## src/hdl/fspg_pkg.sv

```systemverilog
// Package for the flash self-program guard: register map, field layout, timing and types.
package fspg_pkg;

    // Flash geometry in 16-bit words.
    localparam int unsigned ADDR_W          = 13;
    localparam int unsigned PAGE_W          = 6;
    localparam logic [12:0] HALTING_SECTION_START_WORD = 13'h0_C00;

    // Boot-size fuse code to boot section start word.
    localparam logic [12:0] BOOT_START_00   = 13'h0_C00;
    localparam logic [12:0] BOOT_START_01   = 13'h0_E00;
    localparam logic [12:0] BOOT_START_10   = 13'h0_F00;
    localparam logic [12:0] BOOT_START_11   = 13'h0_F80;

    // Lock field encodings, 1 meaning unprogrammed.
    localparam logic [1:0]  LOCK_FREE       = 2'h3;
    localparam logic [1:0]  LOCK_NO_WRITE   = 2'h2;
    localparam logic [1:0]  LOCK_NO_RW      = 2'h0;
    localparam logic [1:0]  LOCK_NO_READ    = 2'h1;
    localparam logic [3:0]  LOCKS_RESET     = 4'hF;

    // Avalon register offsets (byte addresses) and widths.
    localparam int unsigned AV_ADDR_W       = 4;
    localparam logic [3:0]  REG_CTRL        = 4'h0;
    localparam logic [3:0]  REG_LOCK        = 4'h4;
    localparam logic [3:0]  REG_STATUS      = 4'h8;
    localparam logic [31:0] UNMAPPED_DATA   = 32'h0000_0000;

    // Control register bit positions.
    localparam int unsigned CTRL_STORE_EN   = 0;
    localparam int unsigned CTRL_ERASE      = 1;
    localparam int unsigned CTRL_WRITE      = 2;
    localparam int unsigned CTRL_LOCK_SET   = 3;
    localparam int unsigned CTRL_REENABLE   = 4;
    localparam int unsigned CTRL_CHIP_ERASE = 7;

    // Timing.
    localparam int unsigned CLK_HZ          = 20_000_000;
    localparam int unsigned ARM_CYCLES      = 4;
    localparam int unsigned PROG_TIME_US    = 4000;
    localparam int unsigned PROG_CYCLES     = (PROG_TIME_US * (CLK_HZ / 1_000_000));
    localparam int unsigned CNT_W           = 17;

    typedef enum logic [1:0] {
        FSPG_IDLE,
        FSPG_ARMED,
        FSPG_BUSY
    } fspg_state_t;

    typedef struct packed {
        logic        store_req;
        logic        load_req;
        logic [12:0] target_word;
        logic [12:0] fetch_word;
        logic [3:0]  lock_data;
    } fspg_cpu_req_t;

    typedef struct packed {
        logic        cpu_stall;
        logic        concurrent_read_ok;
        logic        halting_read_ok;
        logic        load_denied;
        logic        irq_block;
        logic        prog_erase;
        logic        prog_write;
        logic        buffer_load;
        logic        store_ignored;
    } fspg_cpu_rsp_t;

endpackage : fspg_pkg

```

## src/hdl/fspg_guard.sv

```systemverilog
// Flash self-program guard: section decode, lock fields, busy tracking and CPU stall.
`timescale 1ns/1ps
module fspg_guard (
    // Clock and reset.
    input  wire logic                   CLK_SYS_IN,
    input  wire logic                   RESET_IN,
    // Fuses and global lock mode; only the general lock mode is ignored by self-programming.
    input  wire logic [1:0]             BOOT_SIZE_FUSES_IN,
    input  wire logic                   VECTORS_IN_BOOT_IN,
    input  wire logic [1:0]             GENERAL_LOCK_MODE_IN,
    // CPU side.
    input  wire fspg_pkg::fspg_cpu_req_t CPU_REQ_IN,
    output fspg_pkg::fspg_cpu_rsp_t     CPU_RSP_OUT,
    // Avalon-MM slave.
    input  wire logic [3:0]             AVS_ADDRESS_IN,
    input  wire logic                   AVS_READ_IN,
    input  wire logic                   AVS_WRITE_IN,
    input  wire logic [31:0]            AVS_WRITEDATA_IN,
    output logic [31:0]                 AVS_READDATA_OUT,
    output logic                        AVS_WAITREQUEST_OUT
);
    import fspg_pkg::*;

    typedef struct packed {
        fspg_state_t   state;
        logic [1:0]    arm_cnt;
        logic [CNT_W-1:0] prog_cnt;
        logic          op_erase;
        logic          op_write;
        logic          op_lock;
        logic          op_reenable;
        logic          target_halting_section;
        logic          busy_flag;
        logic [3:0]    locks;
        logic          ack;
        logic [31:0]   rdata;
        fspg_cpu_rsp_t rsp;
    } fspg_regs_t;

    fspg_regs_t s_q;
    fspg_regs_t s_d;

    // Boot section start from fuses; every choice is at or above the halting start.
    function automatic logic [12:0] boot_start(input logic [1:0] fz);
        if (fz == 2'h0) begin
            boot_start = BOOT_START_00;
        end else if (fz == 2'h1) begin
            boot_start = BOOT_START_01;
        end else if (fz == 2'h2) begin
            boot_start = BOOT_START_10;
        end else begin
            boot_start = BOOT_START_11;
        end
    endfunction

    function automatic logic in_boot(input logic [12:0] a, input logic [1:0] fz);
        in_boot = (a >= boot_start(fz));
    endfunction

    function automatic logic write_blocked(input logic [1:0] lk);
        write_blocked = (lk == LOCK_NO_WRITE) || (lk == LOCK_NO_RW);
    endfunction

    function automatic logic read_blocked(input logic [1:0] lk);
        read_blocked = (lk == LOCK_NO_RW) || (lk == LOCK_NO_READ);
    endfunction

    logic          exec_boot;
    logic          tgt_boot;
    logic          tgt_halting_section;
    logic [1:0]    app_lock;
    logic [1:0]    boot_lock;
    logic          store_ok;
    logic          load_ok;
    logic          prog_busy;
    logic          bus_hit;
    logic          ctrl_wr;

    always_comb begin
        exec_boot = in_boot(CPU_REQ_IN.fetch_word, BOOT_SIZE_FUSES_IN);
        tgt_boot  = in_boot(CPU_REQ_IN.target_word, BOOT_SIZE_FUSES_IN);
        tgt_halting_section  = (CPU_REQ_IN.target_word >= HALTING_SECTION_START_WORD);
        app_lock  = s_q.locks[1:0];
        boot_lock = s_q.locks[3:2];
        prog_busy = (s_q.state == FSPG_BUSY);
        // General lock modes are deliberately not consulted here.
        store_ok  = exec_boot &&
                    !(tgt_boot ? write_blocked(boot_lock) : write_blocked(app_lock));
        load_ok   = !(exec_boot && !tgt_boot && read_blocked(app_lock)) &&
                    !(!exec_boot && tgt_boot && read_blocked(boot_lock));
        bus_hit   = AVS_READ_IN || AVS_WRITE_IN;
        // A write lands only at the edge where waitrequest is seen low.
        ctrl_wr   = AVS_WRITE_IN && (AVS_ADDRESS_IN == REG_CTRL) && s_q.ack;
    end

    ////////////////////////////////////////////////////////////////////////////

    always_comb begin
        s_d       = s_q;
        s_d.ack   = bus_hit && !s_q.ack;
        s_d.rsp.prog_erase    = 1'b0;
        s_d.rsp.prog_write    = 1'b0;
        s_d.rsp.buffer_load   = 1'b0;
        s_d.rsp.store_ignored = 1'b0;
        s_d.rsp.load_denied   = CPU_REQ_IN.load_req && !load_ok;

        // Register reads; reads are one-cycle delayed, answered with waitrequest low.
        // Read data is captured once per access so that it stands until the next one.
        if (!(AVS_READ_IN && !s_q.ack)) begin
            s_d.rdata = s_q.rdata;
        end else if (AVS_ADDRESS_IN == REG_CTRL) begin
            s_d.rdata = {24'h00_0000, 1'b0, s_q.busy_flag, 1'b0, s_q.op_reenable,
                         s_q.op_lock, s_q.op_write, s_q.op_erase, (s_q.state != FSPG_IDLE)};
        end else if (AVS_ADDRESS_IN == REG_LOCK) begin
            s_d.rdata = {28'h000_0000, s_q.locks};
        end else if (AVS_ADDRESS_IN == REG_STATUS) begin
            s_d.rdata = {29'h0000_0000, s_q.target_halting_section, prog_busy, s_q.busy_flag};
        end else begin
            s_d.rdata = UNMAPPED_DATA;
        end

        // Chip erase in the idle state and reset alone restore lock bits.
        if (ctrl_wr && AVS_WRITEDATA_IN[CTRL_CHIP_ERASE] && s_q.state == FSPG_IDLE) begin
            s_d.locks = LOCKS_RESET;
        end

        case (s_q.state)
            FSPG_IDLE: begin
                if (ctrl_wr && AVS_WRITEDATA_IN[CTRL_STORE_EN]) begin
                    s_d.state       = FSPG_ARMED;
                    s_d.arm_cnt     = 2'(ARM_CYCLES - 1);
                    s_d.op_erase    = AVS_WRITEDATA_IN[CTRL_ERASE];
                    s_d.op_write    = AVS_WRITEDATA_IN[CTRL_WRITE];
                    s_d.op_lock     = AVS_WRITEDATA_IN[CTRL_LOCK_SET];
                    s_d.op_reenable = AVS_WRITEDATA_IN[CTRL_REENABLE];
                end
            end
            FSPG_ARMED: begin
                if (CPU_REQ_IN.store_req) begin
                    s_d.state = FSPG_IDLE;
                    s_d.op_erase    = 1'b0;
                    s_d.op_write    = 1'b0;
                    s_d.op_lock     = 1'b0;
                    s_d.op_reenable = 1'b0;
                    if (!exec_boot) begin
                        s_d.rsp.store_ignored = 1'b1;
                    end else if (s_q.op_reenable) begin
                        s_d.busy_flag = 1'b0;
                    end else if (s_q.op_lock) begin
                        // Programming only: a one cannot return a zero bit to one.
                        s_d.locks = s_q.locks & CPU_REQ_IN.lock_data;
                    end else if (!store_ok) begin
                        s_d.rsp.store_ignored = 1'b1;
                    end else if (s_q.op_erase || s_q.op_write) begin
                        s_d.state       = FSPG_BUSY;
                        s_d.op_erase    = s_q.op_erase;
                        s_d.op_write    = s_q.op_write && !s_q.op_erase;
                        s_d.prog_cnt    = CNT_W'(PROG_CYCLES - 1);
                        s_d.target_halting_section = tgt_halting_section;
                        s_d.rsp.prog_erase = s_q.op_erase;
                        s_d.rsp.prog_write = s_q.op_write && !s_q.op_erase;
                        if (!tgt_halting_section) begin
                            s_d.busy_flag = 1'b1;
                        end
                    end else begin
                        s_d.rsp.buffer_load = 1'b1;
                        s_d.busy_flag       = 1'b0;
                    end
                end else if (s_q.arm_cnt == 2'h0) begin
                    s_d.state       = FSPG_IDLE;
                    s_d.op_erase    = 1'b0;
                    s_d.op_write    = 1'b0;
                    s_d.op_lock     = 1'b0;
                    s_d.op_reenable = 1'b0;
                end else begin
                    s_d.arm_cnt = s_q.arm_cnt - 2'h1;
                end
            end
            FSPG_BUSY: begin
                if (s_q.prog_cnt == '0) begin
                    s_d.state    = FSPG_IDLE;
                    s_d.op_erase = 1'b0;
                    s_d.op_write = 1'b0;
                end else begin
                    s_d.prog_cnt = s_q.prog_cnt - CNT_W'(1);
                end
            end
            default: begin
                s_d.state = FSPG_IDLE;
            end
        endcase

        // Stall only for halting-section targets.
        s_d.rsp.cpu_stall          = (s_d.state == FSPG_BUSY) && s_d.target_halting_section;
        s_d.rsp.halting_read_ok    = !s_d.rsp.cpu_stall;
        s_d.rsp.concurrent_read_ok = !s_d.busy_flag && (s_d.state != FSPG_BUSY);
        // Interrupt masking depends on where vectors sit and who is executing.
        s_d.rsp.irq_block = (VECTORS_IN_BOOT_IN && !exec_boot && read_blocked(app_lock)) ||
                            (!VECTORS_IN_BOOT_IN && exec_boot && read_blocked(boot_lock));
    end

    ////////////////////////////////////////////////////////////////////////////

    always_ff @(posedge CLK_SYS_IN) begin
        if (RESET_IN) begin
            s_q       <= '0;
            s_q.state <= FSPG_IDLE;
            s_q.locks <= LOCKS_RESET;
            s_q.rsp.halting_read_ok    <= 1'b1;
            s_q.rsp.concurrent_read_ok <= 1'b1;
        end else begin
            s_q <= s_d;
        end
    end

    assign CPU_RSP_OUT         = s_q.rsp;
    assign AVS_READDATA_OUT    = s_q.rdata;
    assign AVS_WAITREQUEST_OUT = bus_hit && !s_q.ack;

endmodule : fspg_guard

```

## config.mk

```make
export PLATFORM = sky130hd
export DESIGN_NAME = fspg_guard
export DESIGN_NICKNAME = d
export VERILOG_FILES = /design/src/hdl/fspg_pkg.sv /design/src/hdl/fspg_guard.sv
export SDC_FILE = /design/constraint.sdc
export NUM_CORES = 1
export LEC_CHECK = 0
export BUFFER_PORTS_ARGS = -buffer_cell sky130_fd_sc_hd__buf_2
export CAP_MARGIN = 30
export CORE_MARGIN = 3
export CORE_UTILIZATION = 44
export DETAILED_ROUTE_END_ITERATION = 10
export PLACE_DENSITY = 0.83
export SETUP_SLACK_MARGIN = 0.2
export SLEW_MARGIN = 15
export SYNTH_ARGS = -nofsm -noshare
export SYNTH_HDL_FRONTEND = slang
export SYNTH_SLANG_ARGS = --single-unit
```

## constraint.sdc

```tcl
create_clock -name CLK_SYS_IN -period 2.35 [get_ports CLK_SYS_IN]
set_input_delay 0.1175 -clock CLK_SYS_IN [delete_from_list [all_inputs] [get_ports CLK_SYS_IN]]
set_output_delay 0.1175 -clock CLK_SYS_IN [all_outputs]
set_load 0.05 [all_outputs]
```

# Word-level counts from Yosys, hierarchy flattened

Cells that the tools add are included.

Add/sub/neg operators: 2
Bitwise operators: 6
Reductions and logical operators: 58
Muxes and demuxes: 52
Equality and inequality tests: 25
Divide/modulo/power cells: 0
$mul: 0
Shifts and indexed selects: 0
$lt $le $gt $ge: 3

Operators with widths:

| cell                  | count |
|---|---|
| $mux 19               | 5 |
| $mux 17               | 2 |
| $pmux 17 s2           | 1 |
| $mux 4                | 8 |
| $ge 13x13->1          | 2 |
| $mux 13               | 2 |
| $mux 2                | 13 |
| $logic_and 1x1->1     | 21 |
| $ne 2x2->1 const B    | 10 |
| $mux 6                | 3 |
| $logic_not 17->1      | 1 |
| $sub 17x1->17 const B | 1 |
| $ge 13x12->1 const B  | 1 |
| $pmux 2 s3            | 2 |
| $logic_not 1->1       | 11 |
| $mux 1                | 11 |
| $eq 2x2->1 const B    | 5 |
| $logic_not 2->1       | 5 |
| $eq 2x1->1 const B    | 4 |
| $mux 8                | 1 |
| $pmux 2 s2            | 2 |
| $reduce_and 4->1      | 2 |
| $reduce_and 8->1      | 1 |
| $reduce_or 8->1       | 1 |
| 18 further kinds      | 31 |

ROM bits: 0
Bits in writable memories: 0
Register bits after elaboration: 73
Memories: 0
Latch bits: 0

# Longest topological paths before layout

Gate-level depths: netlist (run 1).

Word-level depth: 17
Depth in mapped cells: 10
Mapped depth without buffers: 9

# Worst setup path before layout (run 1)

No wires, ideal clock.

Path kind: input port to flip-flop
Start: input port BOOT_SIZE_FUSES_IN[0]
End: register s_q (netlist bit CPU_RSP_OUT[6])
Cell stages on the path: 9
Setup slack: -153 ps
Data arrival time: 2369 ps
Required time: 2216 ps
Library setup time: 134 ps
Cell sequence: and2_1 ha_1 or4b_2 o21ai_0 a221o_2 and2_2 nand3_1 mux2i_1 or4_1

Longest elaborated chain between the ends: 17
Elaborated cells on any way between the ends: 26
Classes of those cells: order compare: 2; eq/ne: 3; mux: 16; reduce/logical: 5

Ends and longest elaborated chain:

| element               | line              | text |
|---|---|---|
| start, declared       | fspg_guard.sv:8   | `input wire logic [1:0] BOOT_SIZE_FUSES_IN,` |
| $eq 2x2->1            | fspg_guard.sv:49  | `end else if (fz == 2'h2) begin` |
| $mux 8                | fspg_guard.sv:49  |  |
| $mux 13               | fspg_guard.sv:47  | `end else if (fz == 2'h1) begin` |
| $mux 13 (*)           | fspg_guard.sv:45  | `if (fz == 2'h0) begin` |
| $ge 13x13->1          | fspg_guard.sv:57  | `in_boot = (a >= boot_start(fz));` |
| $mux 1                | fspg_guard.sv:88  | `!(tgt_boot ? write_blocked(boot_lock) : write_blocked(app_lock));` |
| $logic_not 1->1       | fspg_guard.sv:88  |  |
| $logic_and 1x1->1     | fspg_guard.sv:87  | `store_ok = exec_boot &&` |
| $mux 2                | fspg_guard.sv:152 | `end else if (!store_ok) begin` |
| $mux 2                | fspg_guard.sv:149 | `end else if (s_q.op_lock) begin` |
| $mux 2                | fspg_guard.sv:147 | `end else if (s_q.op_reenable) begin` |
| $mux 2                | fspg_guard.sv:145 | `if (!exec_boot) begin` |
| $mux 2                | fspg_guard.sv:139 | `if (CPU_REQ_IN.store_req) begin` |
| $pmux 2 s3            | fspg_guard.sv:127 | `case (s_q.state)` |
| $eq 2x2->1            | fspg_guard.sv:194 | `s_d.rsp.cpu_stall = (s_d.state == FSPG_BUSY) && s_d.target_halting_section;` |
| $logic_and 1x1->1 (*) | fspg_guard.sv:194 |  |
| $logic_not 1->1 (*)   | fspg_guard.sv:195 | `s_d.rsp.halting_read_ok = !s_d.rsp.cpu_stall;` |
| end, declared         | fspg_guard.sv:40  | `fspg_regs_t s_q;` |

Every way passes the cells marked *; elsewhere a longest branch is shown, timed or not.
A chain may end at the register's enable or synchronous reset.

# Worst setup path after layout (run 1)

Start: register s_q[52] in the netlist's numbering
End: register s_q (netlist bit CPU_RSP_OUT[6])

Longest elaborated chain between the ends: 6

Ends and longest elaborated chain:

| element           | line              | text |
|---|---|---|
| $logic_not 17->1  | fspg_guard.sv:180 | `if (s_q.prog_cnt == '0) begin` |
| $mux 2            | fspg_guard.sv:180 |  |
| $pmux 2 s3        | fspg_guard.sv:127 |  |
| $eq 2x2->1        | fspg_guard.sv:194 |  |
| $logic_and 1x1->1 | fspg_guard.sv:194 |  |
| $logic_not 1->1   | fspg_guard.sv:195 |  |

No other way between the ends.

==> reports/summary.txt, run 1 <==
Outcome: finished, violations left
Failing checks: setup timing
CTS Buffer Depth: 2
Post-Synthesis Cells: 362
Global-route wire length before repair: 13000 um
Cell family with most CP delay: simple AND/OR/NAND/NOR gates
Yosys warns: 0
Largest net degree at the start of global routing: 28
Antenna Nets Post-Route: 0
Sequential Power Share: 50.8%
Die Y: 87.8 um
DR WL met3: 745 um
Routed met2 length: 4340 um
Hold Path Class: in -> reg
Slew at the pin closest to its max-slew limit: 0.649 ns
Via count: 3105
Yosys cell types: 58
DR pass1 iterations: 4
Wl on met1: 3390 um
H-Tree Depth: 2
WP data required: 2.54 ns
WP depth: 9
Relative slew margins: 56.7%
Mapped Area: 2940 um2
DRC Markers: 0
CORE AREA: 6420 um2
Routed WL per cell: 16.0 um
IO buf count: 64
TritonCTS Buffers: 5
DR iter-0 viols: 208
Grt total ovfl: 0
Top Metal Used: met4
CTS sink count: 47
Sw power: 0.486 mW
CTS root buf: clkbuf_8
Die X-Extent: 87.8 um
CTS tree: built
MaxCap Viol Count: 0
Initial antenna violation count: 0
Crit path arrival time: 2.57 ns
Reg2reg path depth: 9
CP max FO: 3
Clock skew: 0.00658 ns
Ys flop type: dfxtp_1
Synthesized area per cell: 8.13 um2
ANT cells: 0
Clock transition at path regs: 0.09 ns
Worst setup SP type: register
WHS: 0.0362 ns
Clock Latency Late Sink: 0.31 ns
Pwr Total: 1.58 mW
Commonest non-fill, non-tap cell in the layout: buf_2
Fin crit period: 2.38 ns
Post-synth EDFFs: 0
Fmax: 420 MHz
Final-report hold violation count: 0
DRT Wirelength: 8580 um
Share of layout cells above drive strength 1: 40.0%
Die area: 7700 um2
Max IR drop VDD: 0.000272 V
Final period util: 101%
Fin nets: 544
Internal Power: 1.09 mW
Yosys reg bits: 47
Clock power frac: 31.4%
Area grow syn2layout: 33.9%
Commonest cells after routing, fill and taps aside: buf_2, buf_4, dfxtp_1
Sw frac: 30.8%
Dpl cell area: 3440 um2
Hpwl dp: 5710 um
Seq/Total Area, Yosys: 32.0%
Total GRT Usage: 20.7%
PD cells: 401 nW/um2
Initial Utilization: 45.8%
# rows: 29
Pins Over Slew Limit: 0
Placer Congestion: 0.944
CP max stage cell: o41a_1
Slowest stage delay, CP: 0.43 ns
CP cell instances: inv_2 -> ha_4 -> nor3b_4 -> nand4b_1 -> o41a_1 -> nor3_2 -> nor2_1 -> or2_1 -> or4_1
Worst Hold Depth: 3
Crit end category: register
Post-CTS Hold Fix Bufs: 0
Non-Filler Cell Area, Final: 3940 um2
Final setup viols: 1
RSZ-0062 raised after global routing: true
Comb power frac: 17.8%
I/O pins: 119
Post-DR vias/cell: 5.80
Vias in the first global route: 2911
Post-synth ARST share: 0%
Pleak: 1.69 nW
Setup CP Type: reg -> reg
Slack of the critical path: -0.0317 ns
CP Buf/Inv Count: 1
worst register-to-register path: cells and delay by family (launching register included):
kind            cells  cell delay, ns
compound gates      1            0.43
fa+ha+maj           1            0.13
buf+inv             1            0.07
flops               1            0.33
simple gates        6            1.29
metal layers:
| metal | global-route usage (%) | vias up |
|---|---|---|
| li1 | - | 1457 |
| met4 | 6.83 | 0 |
| met2 | 36.2 | 188 |
| met3 | 4.42 | 16 |
| met5 | 0 | - |
| met1 | 25.2 | 1444 |
layout make-up:
class                      count  area [um2]
clock buffer                   5        68.8
timing repair buffer         119         777
clock inverter                 3        20.0
inverter                      18        67.6
sequential                    47         943
tap                           77        96.3
fill                         500        2480
multi-input combinational    266        1970
repair_timing:
item	4_1_cts	5_1_grt
buffers inserted	13	6
resized for setup	5	55
pin swaps	5	18
endpoints found under the setup margin	10	28
Yosys cell counts (all sizes together) (3+ instances only):
cell / number / area share, %
or2: 3 / 0.64
clkbuf: 11 / 1.4
o21ai: 11 / 1.9
a211oi: 4 / 1.0
buf: 45 / 11
or3: 7 / 1.5
nand2: 27 / 3.4
a31oi: 7 / 1.5
o22ai: 4 / 0.85
nand3: 6 / 1.0
o31ai: 13 / 3.3
nor3: 10 / 1.9
inv: 18 / 2.3
o311ai: 8 / 2.4
ha: 10 / 4.3
nor2b: 4 / 0.85
a22oi: 4 / 1.0
a21o: 5 / 1.3
nand4b: 4 / 1.2
nor3b: 3 / 0.94
nand2b: 6 / 1.3
a21oi: 21 / 3.6
mux2i: 5 / 1.7
nor2: 29 / 3.7
dfxtp: 47 / 32
nand4: 3 / 0.64
nor4: 11 / 2.6
and2: 4 / 0.89
or4: 6 / 1.5
sequential cells by signal, indices dropped and copies added (netlist names):
| name | cells |
|---|---|
| AVS_READDATA_OUT | 6 |
| CPU_RSP_OUT | 9 |
| app_lock | 2 |
| boot_lock | 2 |
| s_q | 28 |
kinds of logic after synthesis:
| kind of cell | after synthesis | share of synthesized area, % |
|---|---|---|
| fa+ha+maj | 11 | 4.64 |
| other cells | 1 | 0.127 |
| mux | 6 | 2.21 |
| simple gates | 130 | 24.1 |
| compound gates | 93 | 21.9 |
| buf+inv | 74 | 15.1 |
| flops | 47 | 32.0 |
stage by stage:
| stage | utilization, % | TNS, ns | setup slack, ns | instances |
|---|---|---|---|---|
| 2_1_floorplan | - | 0 | 0.0976 | 387 |
| 3_3_place_gp | 53.5 | -0.321 | -0.0690 | 508 |
| 3_5_place_dp | 53.5 | -1.19 | -0.119 | 508 |
| 4_1_cts | 56.9 | 0 | 0.0466 | 529 |
| 5_1_grt | 61.3 | -0.286 | -0.120 | 535 |
| 6_report | 61.3 | -0.0317 | -0.0317 | 535 |
power groups by stage:
stage	Combinational [mW]	Clock, mW	Sequential [mW]
floorplan	0.212	0	0.821
global placement	0.249	0	0.821
detailed placement	0.254	0	0.822
CTS	0.258	0.504	0.803
global route	0.301	0.536	0.804
finish	0.281	0.495	0.803
worst paths after layout:
check | from | endpoint | slack [ns]
setup / recovery | s_q[52]$_SDFFE_PP0P_ | CPU_RSP_OUT[6]$_SDFF_PP1_ | -0.03
hold / removal | CPU_REQ_IN[3] | boot_lock[1]$_SDFF_PP1_ | 0.04
setup reg to reg | s_q[52]$_SDFFE_PP0P_ | CPU_RSP_OUT[6]$_SDFF_PP1_ | -0.03
hold reg to reg | AVS_READDATA_OUT[3]$_SDFFE_PP0P_ | AVS_READDATA_OUT[3]$_SDFFE_PP0P_ | 0.45
Power figures use the tool's default switching activity.
==> inputs of run 2 (changes only) <==
--- a/config.mk
+++ b/config.mk
@@ -7,10 +7,12 @@
 export LEC_CHECK = 0
 export BUFFER_PORTS_ARGS = -buffer_cell sky130_fd_sc_hd__buf_2
 export CAP_MARGIN = 30
+export CELL_PAD_IN_SITES_DETAIL_PLACEMENT = 1
+export CELL_PAD_IN_SITES_GLOBAL_PLACEMENT = 2
 export CORE_MARGIN = 3
-export CORE_UTILIZATION = 44
+export CORE_UTILIZATION = 24
 export DETAILED_ROUTE_END_ITERATION = 10
-export PLACE_DENSITY = 0.83
+export PLACE_DENSITY = 0.82
 export SETUP_SLACK_MARGIN = 0.2
 export SLEW_MARGIN = 15
 export SYNTH_ARGS = -nofsm -noshare
==> run 2 against run 1 <==
- the run still ends with setup timing left
- final area rose by 12%
- critical path type unchanged
- clock power rose by 48%
- sequential power about the same
- sequential share of layout area decreased by 2.4 points
- clock-buffer cell count rose by 1
- total power up 16%
- register-to-register slack worse by 0.03 ns
- global-route usage is 5.4 points lower
- combinational power grew 4%
- maximum frequency shrank 1.1%
- wire length increased by 25%
- worst hold slack improved by 0.029 ns
==> reports/summary.txt, run 2 (synthesis gave the netlist of run 1 again) <==
Die area: 13600 um2 (was 7700 um2)
Clock skew: 0.00907 ns (was 0.00658 ns)
Share of layout cells above drive strength 1: 42.9% (was 40.0%)
I/O pins: 119 (unchanged)
Commonest cells after routing, fill and taps aside: buf_2, buf_4, dfxtp_1 (unchanged)
Area grow syn2layout: 49.8% (was 33.9%)
Hpwl dp: 7120 um (was 5710 um)
Final period util: 102% (was 101%)
PD cells: 414 nW/um2 (was 401 nW/um2)
Crit end category: register (unchanged)
H-Tree Depth: 2 (unchanged)
Reg2reg path depth: 9 (unchanged)
GR peak layer: met2 (unchanged)
Fin crit period: 2.41 ns (was 2.38 ns)
Largest net degree at the start of global routing: 23 (was 28)
Met2 usage: 26.7% (was 36.2%)
Max FFs per register: 28 (unchanged)
DRC Markers: 0 (unchanged)
Final setup viols: 4 (was 1)
RSZ-0062 raised after global routing: true (unchanged)
R2r startpoint: s_q[52]$_SDFFE_PP0P_ (unchanged)
Die X-Extent: 117 um (was 87.8 um)
Worst Hold Depth: 3 (unchanged)
WP data required: 2.51 ns (was 2.54 ns)
Dpl cell area: 3610 um2 (was 3440 um2)
Initial Utilization: 25.1% (was 45.8%)
Antenna Nets Post-Route: 0 (unchanged)
Grt total ovfl: 0 (unchanged)
CTS tree: built (unchanged)
CP cell instances: inv_2 -> ha_4 -> nor3b_4 -> nand4b_1 -> o41a_1 -> nor3_2 -> nor2_2 -> or2_1 -> or4_1 (was inv_2 -> ha_4 -> nor3b_4 -> nand4b_1 -> o41a_1 -> nor3_2 -> nor2_1 -> or2_1 -> or4_1)
Most flops, register: s_q (unchanged)
CORE AREA: 11700 um2 (was 6420 um2)
CTS root buf: clkbuf_16 (was clkbuf_8)
Place WS: -0.164 ns (was -0.119 ns)
Global-route wire length before repair: 16800 um (was 13000 um)
Pins Over Slew Limit: 0 (unchanged)
Total GRT Usage: 15.3% (was 20.7%)
FF-to-FF setup slack: -0.06 ns (was -0.03 ns)
Clock transition at path regs: 0.07 ns (was 0.09 ns)
ANT cells: 0 (unchanged)
Via count: 3101 (was 3105)
TritonCTS Buffers: 5 (unchanged)
Non-Filler Cell Area, Final: 4410 um2 (was 3940 um2)
Cell family with most CP delay: simple AND/OR/NAND/NOR gates (unchanged)
Outcome: finished, violations left (unchanged)
Fin nets: 560 (was 544)
Slack of the critical path: -0.0573 ns (was -0.0317 ns)
Worst Hold Path EP: app_lock[0]$_SDFF_PP1_ (was boot_lock[1]$_SDFF_PP1_)
MaxCap Viol Count: 0 (unchanged)
Hold Path Class: in -> reg (unchanged)
CP max FO: 3 (unchanged)
Sw power: 0.519 mW (was 0.486 mW)
Sequential Power Share: 44.0% (was 50.8%)
Routed WL per cell: 17.3 um (was 16.0 um)
Slowest stage delay, CP: 0.40 ns (was 0.43 ns)
Comb power frac: 16.0% (was 17.8%)
DP Cell Count: 579 (was 508)
Slew at the pin closest to its max-slew limit: 0.828 ns (was 0.649 ns)
Initial antenna violation count: 0 (unchanged)
Vias in the first global route: 3327 (was 2911)
Commonest non-fill, non-tap cell in the layout: buf_2 (unchanged)
Final-report hold violation count: 0 (unchanged)
Failing checks: setup timing (unchanged)
Reg2reg end: CPU_RSP_OUT[6]$_SDFF_PP1_ (unchanged)
CTS sink count: 47 (unchanged)
Clock Latency Late Sink: 0.29 ns (was 0.31 ns)
Hold Path Origin: CPU_REQ_IN[0] (was CPU_REQ_IN[3])
DRT Wirelength: 10700 um (was 8580 um)
CTS Buffer Depth: 2 (unchanged)
Max IR drop VDD: 0.000249 V (was 0.000272 V)
Fmax: 415 MHz (was 420 MHz)
Sw frac: 28.4% (was 30.8%)
Clock power frac: 40.0% (was 31.4%)
Post-DR vias/cell: 5.03 (was 5.80)
Relative slew margins: 44.7% (was 56.7%)
Placer Congestion: 0.804 (was 0.944)
Final cell count without fillers: 616 (was 535)
Worst setup SP type: register (unchanged)
GRT met1 Usage: 19.6% (was 25.2%)
Setup CP Type: reg -> reg (unchanged)
Pleak: 1.85 nW (was 1.69 nW)
Crit path arrival time: 2.57 ns (about the same)
Die Y: 117 um (was 87.8 um)
Post-CTS Hold Fix Bufs: 0 (unchanged)
DR pass1 iterations: 4 (unchanged)
# rows: 39 (was 29)
DR iter-0 viols: 149 (was 208)
IO buf count: 64 (unchanged)
CP Buf/Inv Count: 1 (unchanged)
GRT met3 Usage: 2.28% (was 4.42%)
CP max stage cell: or4_1 (was o41a_1)
Internal Power: 1.31 mW (was 1.09 mW)
## run 2: worst max-delay path by stage
stage               slack [ns]                   endpoint                   from  depth (start not counted)
CTS                     -0.008  CPU_RSP_OUT[6]$_SDFF_PP1_   s_q[61]$_SDFFE_PP0P_                          8
finish                   -0.06  CPU_RSP_OUT[6]$_SDFF_PP1_   s_q[52]$_SDFFE_PP0P_                          9
floorplan                  0.1  CPU_RSP_OUT[6]$_SDFF_PP1_   s_q[53]$_SDFFE_PP0P_                          9
detailed placement       -0.16       s_q[67]$_SDFFE_PP0P_  BOOT_SIZE_FUSES_IN[0]                         10
global placement         -0.12  CPU_RSP_OUT[6]$_SDFF_PP1_  BOOT_SIZE_FUSES_IN[0]                         10
global route             -0.21  CPU_RSP_OUT[6]$_SDFF_PP1_   s_q[52]$_SDFFE_PP0P_                          9
## run 2: power groups by stage
stage / clock [mW] / combinational [mW] / sequential, mW
6_report: 0.731 / 0.293 / 0.803
5_1_grt: 0.784 / 0.314 / 0.803
4_1_cts: 0.745 / 0.282 / 0.803
3_5_place_dp: 0 / 0.262 / 0.822
3_3_place_gp: 0 / 0.256 / 0.821
2_1_floorplan: 0 / 0.212 / 0.821
## run 2: what timing repair did
action                                  CTS  global route
pin swaps                                27            18
endpoints found under the setup margin   18            28
cloned                                    3             1
resized for setup                        44            40
setup buffers                            18             8
## run 2: layout make-up
type	instances	area, um2
clock inverters	1	5.00
clock buffers	6	139
repair buffers	135	1040
flip-flops and latches	47	948
fillers	1383	7300
inverters	18	67.6
multi-input cells	266	2020
well taps	143	179
## run 2: worst min-delay path, stage by stage
cell and delay [ns]:
buf_2 0.08, o22ai_1 0.08, nand2_1 0.06
## run 2: stage by stage
| step | utilization [%] | hold slack, ns | setup TNS (ns) | total power [mW] |
|---|---|---|---|---|
| 2_1_floorplan | - | 0.264 | 0 | 1.03 |
| 3_3_place_gp | 30.8 | 0.354 | -1.12 | 1.08 |
| 3_5_place_dp | 30.8 | 0.363 | -1.75 | 1.08 |
| 4_1_cts | 35.1 | 0.0628 | -0.00835 | 1.83 |
| 5_1_grt | 37.6 | 0.0779 | -1.42 | 1.90 |
| 6_report | 37.6 | 0.0648 | -0.117 | 1.83 |
## run 2: routing by layer
layer / routed length [um] / part of all wire (%)
met1: 4810 / 45
met2: 5190 / 49
met3: 476 / 4.5
met4: 193 / 1.8
met5: 0 / 0
